### src/inc/escr_pkg.sv
// Constants and types for the exception state and reset control block.
// Behaviour
// - Writing 1 to bit 31 pends the NMI; zero ignored; read shows pending.
// - Bit 30 write-one clears NMI pending; non-secure access RAZ/WI while routing secure.
// - With security, NMI handler reads set bit as 1 only if NMI reasserted meanwhile.
// - Bit 28 write-one pends deferred call; reads pending; nothing else pends it.
// - Bit 27 write-one removes deferred call pending; zero ignored.
// - Bit 26 write-one pends tick exception; reads its pending state.
// - Bit 25 write-one removes tick pending; reads unspecified (zero here).
// - Bit 23 shows a pending exception will be taken on debug exit.
// - Bit 22 shows any interrupt pending, excluding NMI and faults.
// - Field 20:12 shows top pending enabled exception number or zero.
// - Bit 11 is 0 with pre-empted actives, else 1.
// - Field 8:0 shows active exception number, zero in thread mode.
// - Deferred call set/clear banked per security state; others shared.
// - Key field reads 0xFA05; writes without key 0x5FA ignored.
// - Bit 15 shows data byte order, 1 for big-endian.
// - Bit 14 secure-only boost; RAZ/WI non-secure or without security.
// - Bit 13 resets 0; secure writes; non-secure reads; reads one without security.
// - Field 10:8 priority split point, banked between security states.
// - Bit 3 secure-only writable, warm-reset cleared, restricts reset request.
// - Bit 2 write-one requests system reset; RAZ/WI non-secure when restricted.
// - Bit 1 reads zero; software writes zero only.
package escr_pkg;
  localparam int unsigned ISR_NMI_SET = 31;
  localparam int unsigned ISR_NMI_CLR = 30;
  localparam int unsigned ISR_DC_SET = 28;
  localparam int unsigned ISR_DC_CLR = 27;
  localparam int unsigned ISR_TK_SET = 26;
  localparam int unsigned ISR_TK_CLR = 25;
  localparam int unsigned ISR_PREEMPT = 23;
  localparam int unsigned ISR_IRQ_WAIT = 22;
  localparam int unsigned ISR_TOP_LSB = 12;
  localparam int unsigned ISR_SINGLE = 11;
  localparam int unsigned ISR_CUR_LSB = 0;
  localparam int unsigned VEC_W = 9;
  localparam int unsigned AIR_KEY_LSB = 16;
  localparam int unsigned AIR_ENDIAN = 15;
  localparam int unsigned AIR_BOOST = 14;
  localparam int unsigned AIR_ROUTE = 13;
  localparam int unsigned AIR_SPLIT_LSB = 8;
  localparam int unsigned AIR_RST_SEC = 3;
  localparam int unsigned AIR_RST_REQ = 2;
  localparam int unsigned SPLIT_W = 3;
  localparam logic [15:0] KEY_READ = 16'hfa05;
  localparam logic [15:0] KEY_WRITE = 16'h05fa;
  localparam logic [2:0] SPLIT_RESET = 3'h0;
  typedef enum logic [0:0] {ESCR_SEL_ISR, ESCR_SEL_AIR} escr_sel_t;
endpackage : escr_pkg

### src/rtl/escr_pend_bit.sv
`timescale 1ns/1ns
// One pending flag with write-one set and clear; hardware set wins over clear.
module escr_pend_bit
  import escr_pkg::*;
(
  input wire logic ref_clk,
  input wire logic rst_n,
  input wire logic set_i,
  input wire logic clr_i,
  output logic pend_o
);
  logic pend_q;
  logic pend_d;

  always_comb begin
    pend_d = pend_q;
    if (clr_i) begin
      pend_d = 1'b0;
    end
    if (set_i) begin
      pend_d = 1'b1;
    end
  end

  always_ff @(posedge ref_clk or negedge rst_n) begin
    if (!rst_n) begin
      pend_q <= 1'b0;
    end else begin
      pend_q <= pend_d;
    end
  end

  assign pend_o = pend_q;

  a_set_wins: assert property (@(posedge ref_clk) disable iff (!rst_n)
    set_i |=> pend_q) else $error("pending flag lost a set");
  a_clr_works: assert property (@(posedge ref_clk) disable iff (!rst_n)
    (clr_i && !set_i) |=> !pend_q) else $error("pending flag not cleared");
endmodule : escr_pend_bit

### src/rtl/escr_sync2.sv
`timescale 1ns/1ns
// Two-flop synchroniser for a level from outside the clock domain.
module escr_sync2
  import escr_pkg::*;
#(
  parameter int unsigned WIDTH = 1
) (
  input wire logic ref_clk,
  input wire logic rst_n,
  input wire logic [WIDTH-1:0] async_i,
  output logic [WIDTH-1:0] sync_o
);
  logic [WIDTH-1:0] meta_q;
  logic [WIDTH-1:0] sync_q;

  always_ff @(posedge ref_clk or negedge rst_n) begin
    if (!rst_n) begin
      meta_q <= '0;
      sync_q <= '0;
    end else begin
      meta_q <= async_i;
      sync_q <= meta_q;
    end
  end

  assign sync_o = sync_q;
endmodule : escr_sync2

### src/rtl/escr_top.sv
`timescale 1ns/1ns
// Interrupt state and application reset control registers of the core.
module escr_top
  import escr_pkg::*;
#(
  parameter bit SECURITY_EXT = 1'b1,
  parameter bit BIG_ENDIAN = 1'b0
) (
  input wire logic ref_clk,
  input wire logic resetn,
  input wire logic warm_resetn,
  input wire logic reg_sel,
  input wire logic reg_wr,
  input wire escr_sel_t reg_addr,
  input wire logic [31:0] reg_wdata,
  input wire logic reg_secure,
  output logic [31:0] reg_rdata,
  input wire logic nmi_in,
  input wire logic in_nmi_handler,
  input wire logic tick_event,
  input wire logic nmi_taken,
  input wire logic dc_taken,
  input wire logic tick_taken,
  input wire logic [VEC_W-1:0] active_num,
  input wire logic preempted_active,
  input wire logic irq_waiting,
  input wire logic [VEC_W-1:0] top_waiting,
  input wire logic debug_exit_pend,
  output logic nmi_pending,
  output logic dc_pending_s,
  output logic dc_pending_ns,
  output logic tick_pending,
  output logic secure_priority_boost,
  output logic fault_nmi_nonsecure_route,
  output logic [SPLIT_W-1:0] split_s,
  output logic [SPLIT_W-1:0] split_ns,
  output logic system_reset_request
);
  logic rst_meta_q;
  logic rst_n;
  logic nmi_s;
  logic nmi_prev_q;
  logic nmi_rise;
  logic wr_isr;
  logic wr_air;
  logic key_ok;
  logic nmi_ns_block;
  logic nmi_p;
  logic dcs_p;
  logic dcn_p;
  logic tk_p;
  logic nmi_re_q;
  logic nmi_re_d;
  logic boost_q;
  logic boost_d;
  logic route_q;
  logic route_d;
  logic [SPLIT_W-1:0] split_s_q;
  logic [SPLIT_W-1:0] split_s_d;
  logic [SPLIT_W-1:0] split_ns_q;
  logic [SPLIT_W-1:0] split_ns_d;
  logic rsec_q;
  logic rsec_d;
  logic rreq_q;
  logic rreq_d;
  logic [31:0] rdata_q;
  logic [31:0] rdata_d;
  logic dc_set_s;
  logic dc_set_ns;
  logic dc_clr_s;
  logic dc_clr_ns;

  // Reset released through two flops so every register leaves reset on one edge.
  always_ff @(posedge ref_clk or negedge resetn) begin
    if (!resetn) begin
      rst_meta_q <= 1'b0;
      rst_n <= 1'b0;
    end else begin
      rst_meta_q <= 1'b1;
      rst_n <= rst_meta_q;
    end
  end

  escr_sync2 #(.WIDTH(1)) u_nmi_sync (
    .ref_clk(ref_clk),
    .rst_n(rst_n),
    .async_i(nmi_in),
    .sync_o(nmi_s)
  );

  always_ff @(posedge ref_clk or negedge rst_n) begin
    if (!rst_n) begin
      nmi_prev_q <= 1'b0;
    end else begin
      nmi_prev_q <= nmi_s;
    end
  end
  assign nmi_rise = nmi_s && !nmi_prev_q;

  assign wr_isr = reg_sel && reg_wr && (reg_addr == ESCR_SEL_ISR);
  assign key_ok = (reg_wdata[31:AIR_KEY_LSB] == KEY_WRITE);
  assign wr_air = reg_sel && reg_wr && (reg_addr == ESCR_SEL_AIR) && key_ok;
  // Non-secure side loses NMI clear while fault routing stays secure.
  assign nmi_ns_block = SECURITY_EXT && !reg_secure && !route_q;

  escr_pend_bit u_nmi (
    .ref_clk(ref_clk),
    .rst_n(rst_n),
    .set_i(nmi_rise || (wr_isr && reg_wdata[ISR_NMI_SET])),
    .clr_i(nmi_taken || (wr_isr && reg_wdata[ISR_NMI_CLR] && !nmi_ns_block)),
    .pend_o(nmi_p)
  );

  // Without security support only the secure copy is used.
  assign dc_set_s = wr_isr && reg_wdata[ISR_DC_SET] && (reg_secure || !SECURITY_EXT);
  assign dc_set_ns = wr_isr && reg_wdata[ISR_DC_SET] && !reg_secure && SECURITY_EXT;
  assign dc_clr_s = wr_isr && reg_wdata[ISR_DC_CLR] && (reg_secure || !SECURITY_EXT);
  assign dc_clr_ns = wr_isr && reg_wdata[ISR_DC_CLR] && !reg_secure && SECURITY_EXT;

  escr_pend_bit u_dc_s (
    .ref_clk(ref_clk),
    .rst_n(rst_n),
    .set_i(dc_set_s),
    .clr_i(dc_clr_s || (dc_taken && (reg_secure || !SECURITY_EXT))),
    .pend_o(dcs_p)
  );

  escr_pend_bit u_dc_ns (
    .ref_clk(ref_clk),
    .rst_n(rst_n),
    .set_i(dc_set_ns),
    .clr_i(dc_clr_ns || (dc_taken && !reg_secure && SECURITY_EXT)),
    .pend_o(dcn_p)
  );

  escr_pend_bit u_tick (
    .ref_clk(ref_clk),
    .rst_n(rst_n),
    .set_i(tick_event || (wr_isr && reg_wdata[ISR_TK_SET])),
    .clr_i(tick_taken || (wr_isr && reg_wdata[ISR_TK_CLR])),
    .pend_o(tk_p)
  );

  // Tracks NMI reassertion while its handler runs; held clear while no NMI handler runs.
  always_comb begin
    nmi_re_d = nmi_re_q;
    if (!in_nmi_handler) begin
      nmi_re_d = 1'b0;
    end else if (nmi_rise) begin
      nmi_re_d = 1'b1;
    end
  end

  always_comb begin
    boost_d = boost_q;
    route_d = route_q;
    split_s_d = split_s_q;
    split_ns_d = split_ns_q;
    rsec_d = rsec_q;
    rreq_d = 1'b0;
    if (wr_air) begin
      if (SECURITY_EXT && reg_secure) begin
        boost_d = reg_wdata[AIR_BOOST];
        route_d = reg_wdata[AIR_ROUTE];
        rsec_d = reg_wdata[AIR_RST_SEC];
      end
      if (!SECURITY_EXT || reg_secure) begin
        split_s_d = reg_wdata[AIR_SPLIT_LSB +: SPLIT_W];
      end else begin
        split_ns_d = reg_wdata[AIR_SPLIT_LSB +: SPLIT_W];
      end
      if (!(SECURITY_EXT && rsec_q && !reg_secure)) begin
        rreq_d = reg_wdata[AIR_RST_REQ];
      end
    end
  end

  // Read mux; reserved and write-only bits stay zero; debug bit 23 shows debug_exit_pend.
  always_comb begin
    rdata_d = 32'h0000_0000;
    if (reg_addr == ESCR_SEL_ISR) begin
      if (SECURITY_EXT && in_nmi_handler) begin
        rdata_d[ISR_NMI_SET] = nmi_re_q;
      end else begin
        rdata_d[ISR_NMI_SET] = nmi_p;
      end
      rdata_d[ISR_DC_SET] = (SECURITY_EXT && !reg_secure) ? dcn_p : dcs_p;
      rdata_d[ISR_TK_SET] = tk_p;
      rdata_d[ISR_PREEMPT] = debug_exit_pend;
      rdata_d[ISR_IRQ_WAIT] = irq_waiting;
      rdata_d[ISR_TOP_LSB +: VEC_W] = top_waiting;
      rdata_d[ISR_SINGLE] = !preempted_active;
      rdata_d[ISR_CUR_LSB +: VEC_W] = active_num;
    end else begin
      rdata_d[31:AIR_KEY_LSB] = KEY_READ;
      rdata_d[AIR_ENDIAN] = BIG_ENDIAN;
      rdata_d[AIR_BOOST] = SECURITY_EXT && reg_secure && boost_q;
      rdata_d[AIR_ROUTE] = SECURITY_EXT ? route_q : 1'b1;
      rdata_d[AIR_SPLIT_LSB +: SPLIT_W] =
        (SECURITY_EXT && !reg_secure) ? split_ns_q : split_s_q;
      rdata_d[AIR_RST_SEC] = SECURITY_EXT && reg_secure && rsec_q;
      rdata_d[AIR_RST_REQ] = !(SECURITY_EXT && rsec_q && !reg_secure) && rreq_q;
    end
  end

  always_ff @(posedge ref_clk or negedge rst_n) begin
    if (!rst_n) begin
      nmi_re_q <= 1'b0;
      boost_q <= 1'b0;
      route_q <= 1'b0;
      split_s_q <= SPLIT_RESET;
      split_ns_q <= SPLIT_RESET;
      rreq_q <= 1'b0;
      rdata_q <= 32'h0000_0000;
    end else begin
      nmi_re_q <= nmi_re_d;
      boost_q <= boost_d;
      route_q <= route_d;
      split_s_q <= split_s_d;
      split_ns_q <= split_ns_d;
      rreq_q <= rreq_d;
      rdata_q <= rdata_d;
    end
  end

  // The secure-only restriction also falls back on a warm reset.
  always_ff @(posedge ref_clk or negedge rst_n) begin
    if (!rst_n) begin
      rsec_q <= 1'b0;
    end else if (!warm_resetn) begin
      rsec_q <= 1'b0;
    end else begin
      rsec_q <= rsec_d;
    end
  end

  assign reg_rdata = rdata_q;
  assign nmi_pending = nmi_p;
  assign dc_pending_s = dcs_p;
  assign dc_pending_ns = dcn_p;
  assign tick_pending = tk_p;
  assign secure_priority_boost = boost_q;
  assign fault_nmi_nonsecure_route = SECURITY_EXT ? route_q : 1'b1;
  assign split_s = split_s_q;
  assign split_ns = split_ns_q;
  assign system_reset_request = rreq_q;

  a_bad_key: assert property (@(posedge ref_clk) disable iff (!rst_n)
    (reg_sel && reg_wr && reg_addr == ESCR_SEL_AIR && !key_ok)
    |=> $stable(split_s_q) && $stable(split_ns_q) && !rreq_q)
    else $error("keyless write changed reset control state");
  a_key_read: assert property (@(posedge ref_clk) disable iff (!rst_n)
    (reg_addr == ESCR_SEL_AIR) |=> reg_rdata[31:16] == 16'hfa05)
    else $error("key readback wrong");
  a_reset_req: assert property (@(posedge ref_clk) disable iff (!rst_n)
    (wr_air && reg_wdata[2] && reg_secure) |=> system_reset_request)
    else $error("reset request missed");
  a_reset_block: assert property (@(posedge ref_clk) disable iff (!rst_n)
    (SECURITY_EXT && rsec_q && !reg_secure) |=> !system_reset_request)
    else $error("blocked reset request passed");
  a_boost_ns: assert property (@(posedge ref_clk) disable iff (!rst_n)
    (SECURITY_EXT && !reg_secure) |-> boost_d == boost_q)
    else $error("non-secure wrote boost");
  a_tick_set: assert property (@(posedge ref_clk) disable iff (!rst_n)
    (wr_isr && reg_wdata[26]) |=> tick_pending)
    else $error("tick set lost");
  a_single_flag: assert property (@(posedge ref_clk) disable iff (!rst_n)
    (reg_addr == ESCR_SEL_ISR) |=> reg_rdata[11] == !$past(preempted_active))
    else $error("single active flag wrong");
  a_active_num: assert property (@(posedge ref_clk) disable iff (!rst_n)
    (reg_addr == ESCR_SEL_ISR) |=> reg_rdata[8:0] == $past(active_num))
    else $error("active number wrong");
  // The key readback sets bit 29 of the reset control word, so each map is checked on its own.
  a_reserved_zero: assert property (@(posedge ref_clk) disable iff (!rst_n)
    (reg_addr == ESCR_SEL_ISR) |=> reg_rdata[29] == 1'b0 && reg_rdata[24] == 1'b0 &&
    reg_rdata[21] == 1'b0 && reg_rdata[10:9] == 2'h0)
    else $error("reserved bit reads nonzero");
  a_air_reserved: assert property (@(posedge ref_clk) disable iff (!rst_n)
    (reg_addr == ESCR_SEL_AIR) |=> reg_rdata[12:11] == 2'h0 && reg_rdata[7:4] == 4'h0 &&
    reg_rdata[1:0] == 2'h0)
    else $error("reserved reset control bit reads nonzero");
endmodule : escr_top

### config.mk
export PLATFORM = sky130hd
export DESIGN_NAME = escr_top
export DESIGN_NICKNAME = d
export VERILOG_FILES = /design/src/inc/escr_pkg.sv /design/src/rtl/escr_pend_bit.sv /design/src/rtl/escr_sync2.sv /design/src/rtl/escr_top.sv
export SDC_FILE = /design/constraint.sdc
export NUM_CORES = 1
export LEC_CHECK = 0
export BUFFER_PORTS_ARGS = -buffer_cell sky130_fd_sc_hd__buf_2
export CAP_MARGIN = 20
export CORE_MARGIN = 8
export CORE_UTILIZATION = 42
export CTS_CLUSTER_DIAMETER = 40
export DETAILED_ROUTE_END_ITERATION = 8
export PLACE_DENSITY = 0.86
export SYNTH_ARGS = -nofsm -noshare
export SYNTH_HDL_FRONTEND = slang
export SYNTH_SLANG_ARGS = --single-unit
### constraint.sdc
create_clock -name ref_clk -period 2 [get_ports ref_clk]
set_input_delay 0.4 -clock ref_clk [delete_from_list [all_inputs] [get_ports ref_clk]]
set_output_delay 0.4 -clock ref_clk [all_outputs]
set_load 0.01 [all_outputs]
==> metrics.md <==
| Metric | Value |
|---|---|
| Number of max-cap violations | `0` |
| Placeable core region | `4230 um2` |
| Met3 Wirelength | `516 um` |
| Skew final | `5.35 ps` |
| Vias/cell | `4.66` |
| Number of failing setup endpoints in the final timing report | `0` |
| Reg-to-reg endpoint | `reg_rdata[28]` |
| Class of the tightest hold or removal check | `flip-flop to asynchronous set/reset pin` |
| Antenna violations before repair | `0` |
| Number of synthesized register bits | `47` |
| Max Clk Rate | `672 MHz` |
| VDD IR max | `0.000382 V` |
| Vias in the first global route | `1447` |
| Source-to-sink clock delay at the later pin of the worst-skew pair | `290 ps` |
| Cell type with the largest total area after synthesis | `sky130_fd_sc_hd__dfrtp_1` |
| DR top layer | `met4` |
| Largest family of logic cells by synthesized area | `simple AND/OR/NAND/NOR gates` |
| Number of buffers added on ports | `99` |
| Warnings, synthesis | `0` |
| XOR/XNOR Fraction of Synth Area | `0%` |
| Total Routed Length | `4.64 mm` |
| Library cells used by synthesis | `29` |
| WS Path Type | `input port to flip-flop` |
| Share of total power in the clock network | `30.5%` |
| Post-route cell area | `2430 um2` |
| Share of synthesized area occupied by flip-flops and latches | `65.1%` |
| Post-synth top cells | `sky130_fd_sc_hd__dfrtp_1, sky130_fd_sc_hd__nor2b_1, sky130_fd_sc_hd__mux2_2, sky130_fd_sc_hd__o21ai_0, sky130_fd_sc_hd__nand2_1` |
| Required time reported for the critical path endpoint | `2180 ps` |
| Worst path arrival time | `1670 ps` |
| Post-synthesis share of cell area spent on full adders, half adders and majority gates | `0%` |
| Maximum fanout count along the critical path | `3` |
| Type of element capturing the critical path | `flip-flop` |
| Number of DRC violations after detailed-routing iteration 0 | `20` |
| Cells taking the most area after synthesis | `sky130_fd_sc_hd__dfrtp_1, sky130_fd_sc_hd__nor2b_1, sky130_fd_sc_hd__mux2_2` |
| Setup repair after global routing missed its margin | `no` |
| Routed metal-1 wirelength | `1.76 mm` |
| Placed Area | `2340 um2` |
| Combined area of all synthesized cells | `1810 um2` |
| Combinational Power Share | `11.5%` |
| Source of the worst register-to-register timing path | `u_dc_ns.pend_o` |
| Number of synthesized flops with an enable pin | `0` |
| Placement-stage worst setup slack | `193 ps` |
| Number of antenna-violating nets in the routed design | `0` |
| Relative area change from synthesis to final layout | `34.5%` |
| Cell depth of the worst flop-to-flop path | `2` |
| Proportion of synthesized area in mux cells | `7.27%` |
| Number of buffers between clock root and the deepest sink | `2` |
| Pint | `1330 uW` |
| Post-Syn Area per Cell | `13.0 um2` |
| Main flop type after synthesis | `sky130_fd_sc_hd__dfrtp_1` |
| Slack of the worst reg-to-reg path | `1090 ps` |
| Detailed-routed wire length on met2 | `2.34 mm` |
| Fraction of synthesized cell area taken by the top area cell type | `65.1%` |
| Proportion of register bits with asynchronous set or reset after synthesis | `100%` |
| Detailed-route wire length per cell | `15.8 um` |
| Clock tree from TritonCTS | `done` |
| Global route total overflow | `0` |
| All-layer global routing usage | `13.9%` |
| CTS root buffer | `sky130_fd_sc_hd__clkbuf_8` |
| Floorplan die width | `81.6 um` |
| Kind of launch point of the worst setup path | `input port` |
| Routed vias | `1364` |
| Final setup TNS | `0 ps` |
| Share of layout cells above drive strength 1 | `52.3%` |
| Sinks on the clock net | `47` |
| Die area | `6660 um2` |
| Initial core utilization | `42.7%` |
| Count of cells resized by post-cts repair | `0` |
| Maximum number of pins on one net before global-route repair | `32` |
| Number of inserted filler cells in the final layout | `368` |
| Number of detailed-route iterations in the first pass | `4` |
| Power dissipated by switching net loads | `404 uW` |
| Max-slew violation count | `0` |
| HPWL after detailed placement | `3.73 mm` |
| Final hold violations | `0` |
| Top-level I/O count | `111` |
| Count of nets after finishing | `306` |
| First-pass GRT wire length | `7.09 mm` |
| Number of flip-flops in the largest register | `27` |
| Final setup slack of the worst path | `511 ps` |
| Diode count | `0` |
| Routability congestion estimate | `0.786` |
| Leading cell type by number of instances after synthesis | `sky130_fd_sc_hd__dfrtp_1` |
| Clock-pin slew of the registers on the worst-case setup and hold paths | `80 ps` |
| Result of the run | `complete, no violations` |
| Leakage | `0.00132 uW` |
| Remaining design rule violation count | `0` |
| Simple-gate share of the synthesized area | `17.7%` |
| Standard-cell row count | `24` |
| Utilization of the core after routing | `57.4%` |
| Compound-Gate Fraction of Synth Area | `5.54%` |
| Cells after Synth | `139` |
| Post-route clock period utilization | `74.5%` |
| Sw Ratio | `23.3%` |
| Sequential fraction of design power | `58.0%` |
| Pwr per Cell Area | `714 nW/um2` |
| Level count of the clock H-tree | `2` |
| Final Critical Period | `1490 ps` |
| CTS buffer count | `5` |
| Chip height | `81.6 um` |
-- worst max-delay path, stage by stage --
cell	delay, ps
sky130_fd_sc_hd__buf_2	120
sky130_fd_sc_hd__nor4_4	280
sky130_fd_sc_hd__and4_4	280
sky130_fd_sc_hd__and3_2	240
sky130_fd_sc_hd__mux2_2	340
-- power groups by stage --
stage / Combinational (uW) / Clock [uW] / Sequential (uW)
after floorplan: 61.5 / 0 / 1050
after global placement: 197 / 0 / 1020
final: 199 / 529 / 1010
after detailed placement: 203 / 0 / 1030
after global routing: 220 / 591 / 1010
after CTS: 205 / 563 / 1010
-- cell type report --
cell class	instances	area (um2)	area share, %
multi-input combinational	79	563	23.2
clock buffer	7	76.3	3.14
timing repair buffer	103	528	21.7
tap	52	65.1	2.68
clock inverter	1	5.00	0.206
sequential	47	1180	48.5
inverter	4	15.0	0.618
-- per-stage QoR --
| stage | total power (uW) | hold WS [ps] | cells |
|---|---|---|---|
| 6_report | 1730 | 93.2 | 293 |
| 5_1_grt | 1820 | 115 | 293 |
| 4_1_cts | 1780 | 104 | 293 |
| 3_5_place_dp | 1230 | 94.5 | 284 |
| 3_3_place_gp | 1220 | 89.2 | 284 |
| 2_1_floorplan | 1110 | 104 | 140 |
-- kinds of logic after synthesis --
kind of cell	count (synthesis)
other	2
AND/OR/NAND/NOR	47
flip-flops	47
buffers and inverters	14
multiplexers	12
AO/OA/AOI/OAI	17
-- cells in the final DEF (no fill, tap or decap) --
master,instances
sky130_fd_sc_hd__nor2_1,3
sky130_fd_sc_hd__buf_2,99
sky130_fd_sc_hd__clkbuf_8,5
sky130_fd_sc_hd__inv_1,4
sky130_fd_sc_hd__and4b_1,1
sky130_fd_sc_hd__o21a_1,1
sky130_fd_sc_hd__nand3b_1,2
sky130_fd_sc_hd__dlygate4sd3_1,1
sky130_fd_sc_hd__mux2i_1,3
sky130_fd_sc_hd__a21boi_0,1
sky130_fd_sc_hd__mux2_2,9
sky130_fd_sc_hd__nand3_1,4
sky130_fd_sc_hd__nor2b_1,19
sky130_fd_sc_hd__o211ai_1,1
sky130_fd_sc_hd__o21ai_0,8
sky130_fd_sc_hd__a21oi_1,4
sky130_fd_sc_hd__conb_1,3
sky130_fd_sc_hd__nand4_1,2
sky130_fd_sc_hd__clkinv_2,1
sky130_fd_sc_hd__and3b_2,1
sky130_fd_sc_hd__dfrtp_1,46
sky130_fd_sc_hd__nor4_4,1
sky130_fd_sc_hd__and4bb_2,1
sky130_fd_sc_hd__nand3_4,1
sky130_fd_sc_hd__or2_2,2
sky130_fd_sc_hd__nand2_1,6
sky130_fd_sc_hd__and3_2,1
sky130_fd_sc_hd__and3b_1,1
sky130_fd_sc_hd__and4_1,1
sky130_fd_sc_hd__dfrtp_2,1
sky130_fd_sc_hd__buf_4,3
sky130_fd_sc_hd__clkbuf_1,2
sky130_fd_sc_hd__and4_4,1
sky130_fd_sc_hd__a211o_1,2
-- per-layer routing --
layer | vias up | track usage (%)
li1 | 660 | -
met1 | 637 | 15.6
met2 | 62 | 24.2
met3 | 5 | 5.58
met4 | 0 | 3.16
met5 | - | 0
-- worst max-delay path by stage --
| stage | end | startpoint | cells after the start | slack, ps |
|---|---|---|---|---|
| after floorplan | split_ns[0] | reg_wdata[28] | 4 | 430 |
| after global placement | split_ns[2] | reg_wdata[28] | 5 | 190 |
| after detailed placement | split_ns[1] | reg_wdata[28] | 5 | 190 |
| after CTS | split_ns[1] | reg_wdata[28] | 5 | 510 |
| after global routing | split_ns[1] | reg_wdata[28] | 5 | 460 |
| final | split_ns[1] | reg_wdata[28] | 5 | 510 |
-- timing repair --
action / in CTS / in global routing
hold endpoints to repair: 2 / 0
hold buffers: 1 / 0
buffers inserted: 0 / 0
endpoints found under the setup margin: 0 / 0
Power figures use the tool's default switching activity.
